$ cat src/fdp_map.svh
// constants of the discovery parameter store: offsets and field values
// assumes inclusion by bare name from a package or module
`ifndef FDP_MAP_SVH
`define FDP_MAP_SVH
`define FDP_BASE_ADDR 8'h48
`define FDP_LAST_ADDR 8'h7B
`define FDP_WORD_COUNT 4'hD
`define FDP_RFU_BYTE 8'hFF
`define FDP_QPI_MODE_CYC 3'h2
`define FDP_QPI_DUMMY_CYC 5'h04
`define FDP_QPI_READ_OP 8'hEB
`define FDP_ER1_SIZE 8'h0C
`define FDP_ER1_OP 8'h20
`define FDP_ER2_SIZE 8'h0F
`define FDP_ER2_OP 8'h52
`define FDP_ER3_SIZE 8'h10
`define FDP_ER3_OP 8'hD8
`define FDP_ER4_SIZE 8'h00
`define FDP_ER4_OP 8'hFF
`define FDP_ER4_UNIT 2'h3
`define FDP_ER4_CNT 5'h1F
`define FDP_ER3_UNIT 2'h1
`define FDP_ER3_CNT 5'h09
`define FDP_ER2_UNIT 2'h1
`define FDP_ER2_CNT 5'h00
`define FDP_ER1_UNIT 2'h1
`define FDP_ER1_CNT 5'h02
`define FDP_ER_MAX_MULT 4'h1
`define FDP_CE_RSV 1'h1
`define FDP_CE_UNIT 2'h2
`define FDP_CE_CNT 5'h07
`define FDP_BN_UNIT 1'h0
`define FDP_BN_CNT 4'h2
`define FDP_BF_UNIT 1'h1
`define FDP_BF_CNT 4'h1
`define FDP_PP_UNIT 1'h1
`define FDP_PP_CNT 5'h07
`define FDP_PAGE_EXP 4'h8
`define FDP_PP_MAX_MULT 4'h2
`define FDP_SR_UNSUP 1'h0
`define FDP_ES_UNIT 2'h1
`define FDP_ES_CNT 5'h13
`define FDP_ES_IVL 4'h1
`define FDP_PS_UNIT 2'h1
`define FDP_PS_CNT 5'h13
`define FDP_PS_IVL 4'h1
`define FDP_D12_RFU 1'h1
`define FDP_ES_PROHIB 4'hE
`define FDP_PS_PROHIB 4'hC
`define FDP_SUSPEND_OP 8'h75
`define FDP_RESUME_OP 8'h7A
`define FDP_DPD_UNSUP 1'h0
`define FDP_DPD_ENTER_OP 8'hB9
`define FDP_DPD_EXIT_OP 8'hAB
`define FDP_DPD_UNIT 2'h1
`define FDP_DPD_CNT 5'h02
`define FDP_D14_RFU_HI 4'hF
`define FDP_BUSY_POLL 2'h1
`define FDP_D14_RFU_LO 2'h3
`define FDP_HOLD_WP_DIS 1'h1
`define FDP_QER 3'h5
`define FDP_M044_ENTRY 4'hD
`define FDP_M044_EXIT 6'h3D
`define FDP_M044_SUPP 1'h1
`define FDP_QPI_EN_SEQ 5'h01
`define FDP_QPI_DIS_SEQ 4'h9
`define FDP_D16_WORD 32'h80C030E8
`define FDP_VCC_MAX 16'h3600
`define FDP_VCC_MIN 16'h2300
`define FDP_FEAT_FLAGS 24'h77F99F
`define FDP_WRAP_LEN 8'h64
`define FDP_LOCK_WORD 16'hE9B1
`endif

$ cat src/fdp_pkg.sv
// types shared by the discovery store and its byte picker
// assumes the map header sits in the include path
package fdp_pkg;
  typedef logic [7:0] fdp_byte_t;
  typedef logic [31:0] fdp_dword_t;
  typedef logic [3:0] fdp_idx_t;
  typedef enum logic {FDP_EMPTY, FDP_FULL} fdp_state_t;
endpackage

$ cat src/fdp_rom_if.sv
// link between the store and its byte picker
// assumes both ends are combinational on these signals
interface fdp_rom_if;
  import fdp_pkg::*;
  fdp_byte_t addr;
  fdp_dword_t word;
  fdp_idx_t idx;
  logic mapped;
  fdp_byte_t byte_out;
  modport store (output addr, word, input idx, mapped, byte_out);
  modport pick (input addr, word, output idx, mapped, byte_out);
endinterface

$ cat src/fdp_byte_pick.sv
// address decode and byte lane select for the discovery store
// assumes the store returns the word of idx in the same cycle
`include "fdp_map.svh"
module fdp_byte_pick
  import fdp_pkg::*;
(
  fdp_rom_if.pick rom
);
  // ****************************************
  // decode
  // ****************************************
  fdp_byte_t rel;

  always_comb begin
    rel = rom.addr - `FDP_BASE_ADDR;
    rom.mapped = (rom.addr >= `FDP_BASE_ADDR) &&
                 (rom.addr <= `FDP_LAST_ADDR);
    rom.idx = rel[5:2];
  end

  // ****************************************
  // byte lane, lowest address in bits 7:0
  // ****************************************
  always_comb begin
    if (!rom.mapped) begin
      rom.byte_out = `FDP_RFU_BYTE;
    end else begin
      unique case (rel[1:0])
        2'h0: rom.byte_out = rom.word[7:0];
        2'h1: rom.byte_out = rom.word[15:8];
        2'h2: rom.byte_out = rom.word[23:16];
        2'h3: rom.byte_out = rom.word[31:24];
      endcase
    end
  end
endmodule

$ cat src/fdp_param_rom.sv
// read-only discovery parameter store, bytes 48h to 7Bh
// assumes a command decoder in front that issues byte reads
`include "fdp_map.svh"
module fdp_param_rom
  import fdp_pkg::*;
#(
  parameter logic [7:0] LOCK_HI = 8'hE9
)
(
  // clock and reset
  input wire logic clk,
  input wire logic reset_n,
  // byte read requests
  input wire logic rd_valid,
  input wire logic rd_first,
  input wire logic [7:0] rd_addr,
  output logic rd_ready,
  // byte read answers
  output logic rsp_valid,
  input wire logic rsp_ready,
  output logic [7:0] rsp_data,
  output logic rsp_mapped,
  // decoded timing view
  output logic [15:0] er1_typ_ms,
  output logic [15:0] er2_typ_ms,
  output logic [15:0] er3_typ_ms,
  output logic [4:0] er_max_factor,
  output logic [11:0] page_bytes,
  output logic [15:0] pp_typ_us,
  output logic [15:0] dpd_exit_ns
);

  // ****************************************
  // word contents
  // ****************************************
  // every word but 9 is built from its fields so each value shows its meaning

  function automatic fdp_dword_t fdp_word(input fdp_idx_t i);
    fdp_dword_t w;
    w = {4{`FDP_RFU_BYTE}};
    unique case (i)
      4'h0: w = {`FDP_QPI_READ_OP, `FDP_QPI_MODE_CYC,
                 `FDP_QPI_DUMMY_CYC, `FDP_RFU_BYTE,
                 `FDP_RFU_BYTE};
      4'h1: w = {`FDP_ER2_OP, `FDP_ER2_SIZE,
                 `FDP_ER1_OP, `FDP_ER1_SIZE};
      4'h2: w = {`FDP_ER4_OP, `FDP_ER4_SIZE,
                 `FDP_ER3_OP, `FDP_ER3_SIZE};
      4'h3: w = {`FDP_ER4_UNIT, `FDP_ER4_CNT,
                 `FDP_ER3_UNIT, `FDP_ER3_CNT,
                 `FDP_ER2_UNIT, `FDP_ER2_CNT,
                 `FDP_ER1_UNIT, `FDP_ER1_CNT,
                 `FDP_ER_MAX_MULT};
      4'h4: w = {`FDP_CE_RSV, `FDP_CE_UNIT, `FDP_CE_CNT,
                 `FDP_BN_UNIT, `FDP_BN_CNT,
                 `FDP_BF_UNIT, `FDP_BF_CNT,
                 `FDP_PP_UNIT, `FDP_PP_CNT,
                 `FDP_PAGE_EXP,
                 `FDP_PP_MAX_MULT};
      4'h5: w = {`FDP_SR_UNSUP, `FDP_ES_UNIT, `FDP_ES_CNT,
                 `FDP_ES_IVL, `FDP_PS_UNIT, `FDP_PS_CNT,
                 `FDP_PS_IVL, `FDP_D12_RFU,
                 `FDP_ES_PROHIB, `FDP_PS_PROHIB};
      4'h6: w = {`FDP_SUSPEND_OP, `FDP_RESUME_OP,
                 `FDP_SUSPEND_OP, `FDP_RESUME_OP};
      4'h7: w = {`FDP_DPD_UNSUP, `FDP_DPD_ENTER_OP,
                 `FDP_DPD_EXIT_OP, `FDP_DPD_UNIT,
                 `FDP_DPD_CNT,
                 `FDP_D14_RFU_HI, `FDP_BUSY_POLL,
                 `FDP_D14_RFU_LO};
      4'h8: w = {`FDP_RFU_BYTE, `FDP_HOLD_WP_DIS,
                 `FDP_QER,
                 `FDP_M044_ENTRY,
                 `FDP_M044_EXIT,
                 `FDP_M044_SUPP,
                 `FDP_QPI_EN_SEQ, `FDP_QPI_DIS_SEQ};
      4'h9: w = `FDP_D16_WORD;
      4'hA: w = {`FDP_VCC_MIN, `FDP_VCC_MAX};
      4'hB: w = {`FDP_WRAP_LEN, `FDP_FEAT_FLAGS};
      4'hC: w = {`FDP_RFU_BYTE, `FDP_RFU_BYTE, LOCK_HI,
                 8'(`FDP_LOCK_WORD)};
      default: w = {4{`FDP_RFU_BYTE}};
    endcase
    return w;
  endfunction

  // ****************************************
  // time decode helpers
  // ****************************************
  // erase units are 1, 16, 128 ms or 1 s; the widest result is 32 s

  function automatic logic [15:0] fdp_erase_ms(input logic [1:0] u,
                                               input logic [4:0] c);
    logic [15:0] unit;
    logic [15:0] n;
    unit = 16'h0001;
    n = {11'h000, c} + 16'h0001;
    unique case (u)
      2'h0: unit = 16'h0001;
      2'h1: unit = 16'h0010;
      2'h2: unit = 16'h0080;
      2'h3: unit = 16'h03E8;
    endcase
    return 16'(n * unit);
  endfunction

  // suspend and power-down latency units are 128 ns, 1, 8 or 64 us
  function automatic logic [15:0] fdp_lat_ns(input logic [1:0] u,
                                             input logic [4:0] c);
    logic [15:0] unit;
    logic [15:0] n;
    unit = 16'h0080;
    n = {11'h000, c} + 16'h0001;
    unique case (u)
      2'h0: unit = 16'h0080;
      2'h1: unit = 16'h03E8;
      2'h2: unit = 16'h1F40;
      2'h3: unit = 16'hFA00;
    endcase
    return 16'(n * unit);
  endfunction

  // ****************************************
  // byte picker
  // ****************************************
  fdp_rom_if rom ();

  fdp_byte_pick u_pick (
    .rom (rom.pick)
  );

  // ****************************************
  // read handshake
  // ****************************************
  // one answer slot only; a new byte is taken when the slot drains,
  // so a stalled reader throttles requests without losing bytes

  fdp_state_t state;
  logic [7:0] last_addr;
  logic take;

  assign rd_ready = (state == FDP_EMPTY) || rsp_ready;
  assign take = rd_valid && rd_ready;
  assign rsp_valid = (state == FDP_FULL);

  // burst reads step one byte at a time from the first address
  always_comb begin
    rom.addr = rd_first ? rd_addr : 8'(last_addr + 8'h01);
    rom.word = fdp_word(rom.idx);
  end

  always_ff @(posedge clk or negedge reset_n) begin
    if (!reset_n) begin
      state <= FDP_EMPTY;
    end else if (take) begin
      state <= FDP_FULL;
    end else if (rsp_ready) begin
      state <= FDP_EMPTY;
    end
  end

  always_ff @(posedge clk or negedge reset_n) begin
    if (!reset_n) begin
      last_addr <= 8'hFF;
    end else if (take) begin
      last_addr <= rom.addr;
    end
  end

  // ****************************************
  // answer data
  // ****************************************
  // bytes outside the window answer FFh and drop the mapped flag

  always_ff @(posedge clk or negedge reset_n) begin
    if (!reset_n) begin
      rsp_data <= 8'hFF;
      rsp_mapped <= 1'b0;
    end else if (take) begin
      rsp_data <= rom.byte_out;
      rsp_mapped <= rom.mapped;
    end
  end

  // ****************************************
  // decoded timing view
  // ****************************************
  // read straight from the stored fields so a field slip shows here too

  fdp_dword_t w_erase;
  fdp_dword_t w_prog;
  fdp_dword_t w_pdown;

  always_comb begin
    w_erase = fdp_word(4'h3);
    w_prog = fdp_word(4'h4);
    w_pdown = fdp_word(4'h7);
  end

  always_ff @(posedge clk or negedge reset_n) begin
    if (!reset_n) begin
      er1_typ_ms <= 16'h0000;
      er2_typ_ms <= 16'h0000;
      er3_typ_ms <= 16'h0000;
      er_max_factor <= 5'h00;
    end else begin
      er1_typ_ms <= fdp_erase_ms(w_erase[10:9], w_erase[8:4]);
      er2_typ_ms <= fdp_erase_ms(w_erase[17:16], w_erase[15:11]);
      er3_typ_ms <= fdp_erase_ms(w_erase[24:23], w_erase[22:18]);
      er_max_factor <= 5'({1'b0, w_erase[3:0]} + 5'h01) << 1;
    end
  end

  always_ff @(posedge clk or negedge reset_n) begin
    if (!reset_n) begin
      page_bytes <= 12'h000;
      pp_typ_us <= 16'h0000;
    end else begin
      page_bytes <= 12'h001 << w_prog[7:4];
      pp_typ_us <= 16'(({11'h000, w_prog[12:8]} + 16'h0001) *
                       (w_prog[13] ? 16'h0040 : 16'h0008));
    end
  end

  // exit delay kept in ns because the smallest unit is 128 ns
  always_ff @(posedge clk or negedge reset_n) begin
    if (!reset_n) begin
      dpd_exit_ns <= 16'h0000;
    end else begin
      dpd_exit_ns <= fdp_lat_ns(w_pdown[14:13], w_pdown[12:8]);
    end
  end

endmodule

$ cat config.mk
export PLATFORM = sky130hd
export DESIGN_NAME = fdp_param_rom
export DESIGN_NICKNAME = d
export VERILOG_FILES = /design/src/fdp_pkg.sv /design/src/fdp_rom_if.sv /design/src/fdp_byte_pick.sv /design/src/fdp_param_rom.sv
export VERILOG_INCLUDE_DIRS = /design/src
export SDC_FILE = /design/constraint.sdc
export NUM_CORES = 1
export LEC_CHECK = 0
export BUFFER_PORTS_ARGS = -buffer_cell sky130_fd_sc_hd__buf_2
export CORE_MARGIN = 10
export CORE_UTILIZATION = 34
export DETAILED_ROUTE_END_ITERATION = 8
export PLACE_DENSITY = 0.61
export SLEW_MARGIN = 20
export SYNTH_ARGS = -nofsm -noshare
export SYNTH_HDL_FRONTEND = slang
export SYNTH_SLANG_ARGS = --single-unit
$ cat constraint.sdc
create_clock -name clk -period 3.75 [get_ports clk]
set_clock_uncertainty 0.2 [all_clocks]
set_input_delay 0.375 -clock clk [delete_from_list [all_inputs] [get_ports clk]]
set_output_delay 0.375 -clock clk [all_outputs]
set_load 0.01 [all_outputs]
==> results of run 1 <==
-- cell type report --
class / count / area [um^2] / share of cell area
tap: 99 / 124 / 0.0483
clock inverter: 1 / 7.51 / 0.00293
sequential: 19 / 495 / 0.193
multi-input combinational: 281 / 1600 / 0.623
timing repair buffer: 46 / 265 / 0.103
inverter: 9 / 33.8 / 0.0132
clock buffer: 3 / 41.3 / 0.0161
-- worst max-delay path: cells and delay by family (launching register included) --
kind            cells  cell delay, ns
buf+inv             2            0.47
flops               1            0.61
xor+xnor            1            0.17
simple gates        3            0.25
compound gates      4            1.11
fa+ha+maj           1            0.57
-- worst max path at each step --
| stage | slack (ns) | depth (start not counted) | end | from |
|---|---|---|---|---|
| 4_1_cts | 0.31 | 11 | rsp_data[1] | last_addr[0] |
| 6_report | 0.28 | 11 | rsp_data[1] | last_addr[0] |
| 2_1_floorplan | 0.77 | 11 | rsp_data[1] | last_addr[0] |
| 3_5_place_dp | 0.32 | 11 | rsp_data[1] | last_addr[0] |
| 5_1_grt | 0.03 | 11 | rsp_data[1] | last_addr[0] |
| 3_3_place_gp | 0.35 | 11 | rsp_data[1] | last_addr[0] |
-- power by group through the flow --
| stage | Sequential [mW] | Combinational, mW | Clock (mW) |
|---|---|---|---|
| CTS | 0.310 | 0.615 | 0.158 |
| global placement | 0.312 | 0.621 | 0 |
| global route | 0.318 | 0.699 | 0.165 |
| finish | 0.309 | 0.630 | 0.155 |
| floorplan | 0.321 | 0.510 | 0 |
| detailed placement | 0.313 | 0.612 | 0 |
-- stage by stage --
stage | setup WS [ns] | std cells | hold slack, ns
after CTS | 0.306 | 458 | 0.123
after floorplan | 0.767 | 418 | -0.121
final | 0.275 | 458 | 0.121
after detailed placement | 0.319 | 453 | 0.145
after global placement | 0.352 | 453 | 0.147
after global routing | 0.0297 | 458 | 0.130
-- placed cells by master (no fill, tap or decap), types with 2 or more instances in the layout --
master     count
nand3_1       11
ha_1          10
buf_2         38
o21ai_2        2
nor2_1        19
nand2_1       37
nand2_2        2
o221ai_1       2
a31oi_1        5
nand4_1        4
conb_1        83
a32oi_1        3
inv_1          7
o21ai_0       16
o311ai_0       3
dfrtp_1        3
a211oi_1       2
o211ai_1       4
mux2i_1        3
clkbuf_8       3
a32o_1         2
and3_1         2
a21o_1         2
xor2_1         3
o22ai_1        5
a21oi_1       11
dfstp_2       16
and2_1         2
buf_4          6
nor3_1        10
a41oi_1        4
o21a_1         2
xnor2_1        3
a2111oi_2      3
a311oi_1       2
nand2b_1       3
-- cell usage after synthesis (4+ instances only) --
master / n
a21oi_1: 11
a31oi_1: 5
a41oi_1: 4
buf_2: 4
buf_4: 97
clkbuf_1: 5
dfstp_2: 16
ha_1: 10
inv_1: 7
nand2_1: 37
nand3_1: 11
nand4_1: 4
nor2_1: 19
nor3_1: 10
o211ai_1: 4
o21ai_0: 16
o22ai_1: 5
-- logic make-up after synthesis --
family,share of synthesized area
AO/OA/AOI/OAI,0.240
XOR/XNOR,0.0200
adder cells (fa/ha/maj),0.0477
buffers and inverters,0.318
flip-flops,0.189
multiplexers,0.0115
other,0.00286
AND/OR/NAND/NOR,0.170
-- registers in the layout, summed over array words and instances (netlist names) --
signal,cells
dpd_exit_ns,1
rsp_data,8
rsp_valid,1
last_addr,8
rsp_mapped,1
-- timing repair --
item                       in CTS  in global routing
buffers inserted                0                  0
hold buffers                    1                  0
setup endpoints to repair       0                  0
hold endpoints to repair        3                  0
-- routing by layer --
layer | global-route usage | up-vias
met4 | 0.0534 | 0
met5 | 0 | -
met3 | 0.0222 | 17
li1 | - | 1061
met2 | 0.181 | 150
met1 | 0.142 | 1050
==> reports/results.ini, run 1 <==
[pwr]
cell_internal_pwr_mw = 0.560
ir_drop_mv = 0.100
p_clk_frac = 0.141
total_power_mw = 1.09
p_seq_frac = 0.283
p_sw_frac = 0.488
comb_power_share = 0.576
power.density_nw_per_um2 = 427
p_leak_nw = 1.14
switchingPower_mw = 0.533

[route]
drt_first_pass_iters = 4
drt_iter0_drc = 140
drc = 0
top_layer = met4
drt-total-wl_mm = 7.07
ant_nets = 0
num_vias = 2278
wl_met1_mm = 2.86
wl_met2_mm = 3.19
vias_per_cell = 4.97
wl_per_cell_um = 15.4
wl_met3_um = 829

[timing]
max_slew.worst_pin.slew_ns = 0.814
fin_setup_tns_ns = 0
finalHoldViolCount = 0
rsz0062_at_grt = no
post-route-period-util = 0.927
slew_headroom = 0.442
final_max_slew_viol_count = 0
fmax_ghz = 0.288
setup_violations = 0
fin_crit_ns = 3.47

[outcome]
status = complete, no violations

[layout]
finalInstanceArea_um2 = 2560
diodes = 0
layout.nets = 383
fillers = 774
final_util = 0.348
drive_above_1_share = 0.220
area_growth_pct = -2.24

[logic_synthesis]
yosys-top-cells-area = buf_4 (28%), dfstp_2 (16%), nand2_1 (5.3%)
synth_area_um2 = 2620
ys_seq_area_frac = 0.189
ys_warn_count = 0
synth_cell_types = 60
synth_top_flop_cell = dfstp_2
synth-seq-cells = 19
synth_top_area_frac = 0.278
synthArstFlopShare = 1.00
yosys.area.top_type = buf_4
syn_area_per_cell_um2 = 7.78
synth_edf_count = 0
synth_cells = 337

[worst_setup_path]
critPathKind = flip-flop to flip-flop
slowest_stage = dfstp_2
r2r_slack_ns = 0.28
required_ns = 3.74
reg2reg_from = last_addr[0]
slowest_delay_ns = 0.61
crit_path_start_kind = flip-flop
crit_fanout = 24
crit_chain = nand3_1, xor2_1, o21ai_4, clkinv_1, ha_1, buf_12, nor2_1, a22oi_1, o21ai_0, a2111oi_2, nor3_1
worstSetupEndpointType = flip-flop
reg2regPathDepth = 11
crit_arrival_ns = 3.47
r2r_end = rsp_data[1]

[placement]
place.gp.congestion = 1.01
dp_hpwl_mm = 5.69
portBuffers = 38
placed_cell_area_um2 = 2500

[floorplan]
rows = 31
start_util = 0.356
dieArea_um2 = 11600
fp.dieW_um = 108
core_area_um2 = 7370
io_pins = 121
die_h_um = 108

[clock_tree]
cts_tree = built
clk_pin_slew_ns = 0.08
numCtsBuffers = 3
cts.path.max_buffers = 2
clk-insertion-delay-late_ns = 0.27
cts_sinks = 19
cts_root_buffer = clkbuf_8
h-tree-depth = 1
cts.repair.resized = 0

[min_path]
hold_path.class = primary input to flip-flop
hold_depth = 2
min-delay-start = rd_valid
min_to = rsp_valid

[grt]
gr-usage-all-layers = 0.113
grt_max_degree = 25
antenna_found_initial = 0
grt_pass1_wl_mm = 11.1
grt_overflow = 0
grt_pass1_vias = 2170

[job]
drv_cap = 0

Power figures use the tool's default switching activity.
==> inputs of run 2 (changes only) <==
Settings changed: PLACE_DENSITY 0.61 to unset.
==> reports/results.ini, run 2 (same netlist as run 1, synthesis figures left out) <==
[placement]
dp_hpwl_mm = 5.76  ; +1.2%
place.gp.congestion = 1.00  ; -0.72%
dpl_worst_slack_ns = 0.366  ; +0.0470 ns
portBuffers = 38  ; unchanged

[pwr]
power.density_nw_per_um2 = 428  ; +0.32%
p_leak_nw = 1.15  ; +0.32%
ir_drop_mv = 0.126  ; +26%
total_power_mw = 1.09  ; about the same

[layout]
diodes = 0  ; unchanged
drive_above_1_share = 0.222  ; +0.00217
final_util = 0.347  ; -0.00102
final_cell_mix = conb_1 (83), buf_2 (38), nand2_1 (37), nor2_1 (19)
area_growth_pct = -2.53
reg_top3 = last_addr (8), rsp_data (8)
final_common_cell = conb_1
layout.nets = 384  ; +0.26%

[floorplan]
io_pins = 121  ; unchanged
fp.dieW_um = 108  ; unchanged
start_util = 0.356  ; unchanged
die_h_um = 108  ; unchanged
dieArea_um2 = 11600  ; unchanged
rows = 31  ; unchanged
core_area_um2 = 7370  ; unchanged

[grt]
grt_pass1_wl_mm = 11.1  ; +0.13%
gr-usage-all-layers = 0.113  ; +0.000151
antenna_found_initial = 0  ; unchanged
grt_pass1_vias = 2187  ; +0.78%
grt_overflow = 0  ; unchanged
grt_max_degree = 23  ; -8.0%

[route]
drc = 0  ; unchanged
num_vias = 2301  ; +1.0%
vias_per_cell = 5.01  ; +0.79%
drt_iter0_drc = 173  ; +24%
wl_per_cell_um = 15.9  ; +3.3%
drt_first_pass_iters = 5  ; +1
drt-total-wl_mm = 7.32  ; +3.6%
ant_nets = 0  ; unchanged

[worst_setup_path]
worstSetupEndpointType = flip-flop
r2r_slack_ns = 0.32  ; +0.04 ns
crit_arrival_ns = 3.42  ; -0.05 ns
crit_fanout = 21  ; -13%
crit_path_start_kind = flip-flop
required_ns = 3.74  ; about the same
critPathKind = flip-flop to flip-flop

[timing]
max_slew.worst_pin.slew_ns = 0.699  ; -0.115 ns
rsz0062_at_grt = no
finalHoldViolCount = 0  ; unchanged
post-route-period-util = 0.915  ; -0.0114
holdWs_ns = 0.137  ; +0.0164 ns
final_max_slew_viol_count = 0  ; unchanged
fmax_ghz = 0.291  ; +1.2%
setup_violations = 0  ; unchanged
slew_headroom = 0.526  ; +0.0845
setup_ws_ns = 0.318  ; +0.0426 ns
fin_setup_tns_ns = 0  ; unchanged
fin_crit_ns = 3.43  ; -0.0426 ns

[min_path]
hold_path.class = primary input to flip-flop

[clock_tree]
clk_pin_slew_ns = 0.08  ; about the same
numCtsBuffers = 3  ; unchanged
h-tree-depth = 1  ; unchanged
cts.repair.resized = 0  ; unchanged
cts_setup_buffers = 0  ; unchanged
cts_sinks = 19  ; unchanged
clk-insertion-delay-late_ns = 0.25  ; -0.02 ns
cts_root_buffer = clkbuf_8
cts.path.max_buffers = 2  ; unchanged
cts_tree = built

[outcome]
status = complete, no violations

[job]
drv_cap = 0  ; unchanged

==> run 2: changes by cell type in the layout (fill, tap and decap cells not counted), sizes merged <==
| cell | delta |
|---|---|
| buf | +1 |
| clkinv | +1 |
| clkinvlp | -1 |
==> run 2: routing by layer <==
layer / track usage / share of wire / wire (um)
met1: 0.139 / 0.38 / 2790
met2: 0.187 / 0.46 / 3350
met3: 0.0222 / 0.13 / 946
met4: 0.0515 / 0.031 / 225
met5: 0 / 0 / 0
==> run 2: worst max-delay path, stage by stage, from the launching register on <==
cell and delay (ns):
dfstp_2 0.61, nand3_1 0.10, xor2_1 0.17, o21ai_4 0.29, clkinv_1 0.23, ha_1 0.60
nor2_1 0.32, o22ai_1 0.14, a21oi_1 0.17, o21ai_2 0.07, a2111oi_2 0.36, nor3_1 0.09
==> run 2: final cells by class <==
class / instances / area [um^2]
Fill cell: 792 / 4810
Clock buffer: 3 / 41.3
Tap cell: 99 / 124
Timing Repair Buffer: 47 / 260
Inverter: 9 / 33.8
Multi-Input combinational cell: 281 / 1600
Sequential cell: 19 / 495
Clock inverter: 1 / 5.00
==> run 2: worst paths after layout <==
kind | startpoint | to | depth (start not counted)
max | last_addr[0] | rsp_data[1] | 11
min | rd_valid | rsp_valid | 2
max reg2reg | last_addr[0] | rsp_data[1] | 11
min reg2reg | rsp_mapped | rsp_mapped | 2
max in group asynchronous | reset_n | rsp_data[2] | 2
min in group asynchronous | reset_n | dpd_exit_ns[3] | 2
==> run 2: timing repair <==
action                                  CTS  global route
hold buffers                              1             0
endpoints found under the setup margin    0             0
endpoints found under the hold margin     3             0
==> run 2: power by group <==
| part | switching [mW] | internal (mW) | total (mW) |
|---|---|---|---|
| Sequential | 0.0395 | 0.273 | 0.313 |
| Combinational | 0.422 | 0.210 | 0.632 |
| Clock | 0.0751 | 0.0739 | 0.149 |
==> run 2: per-stage QoR <==
stage | cells | cell area [um^2]
CTS | 459 | 2560
global placement | 454 | 2500
floorplan | 418 | 2930
detailed placement | 454 | 2500
finish | 459 | 2560
global route | 459 | 2560
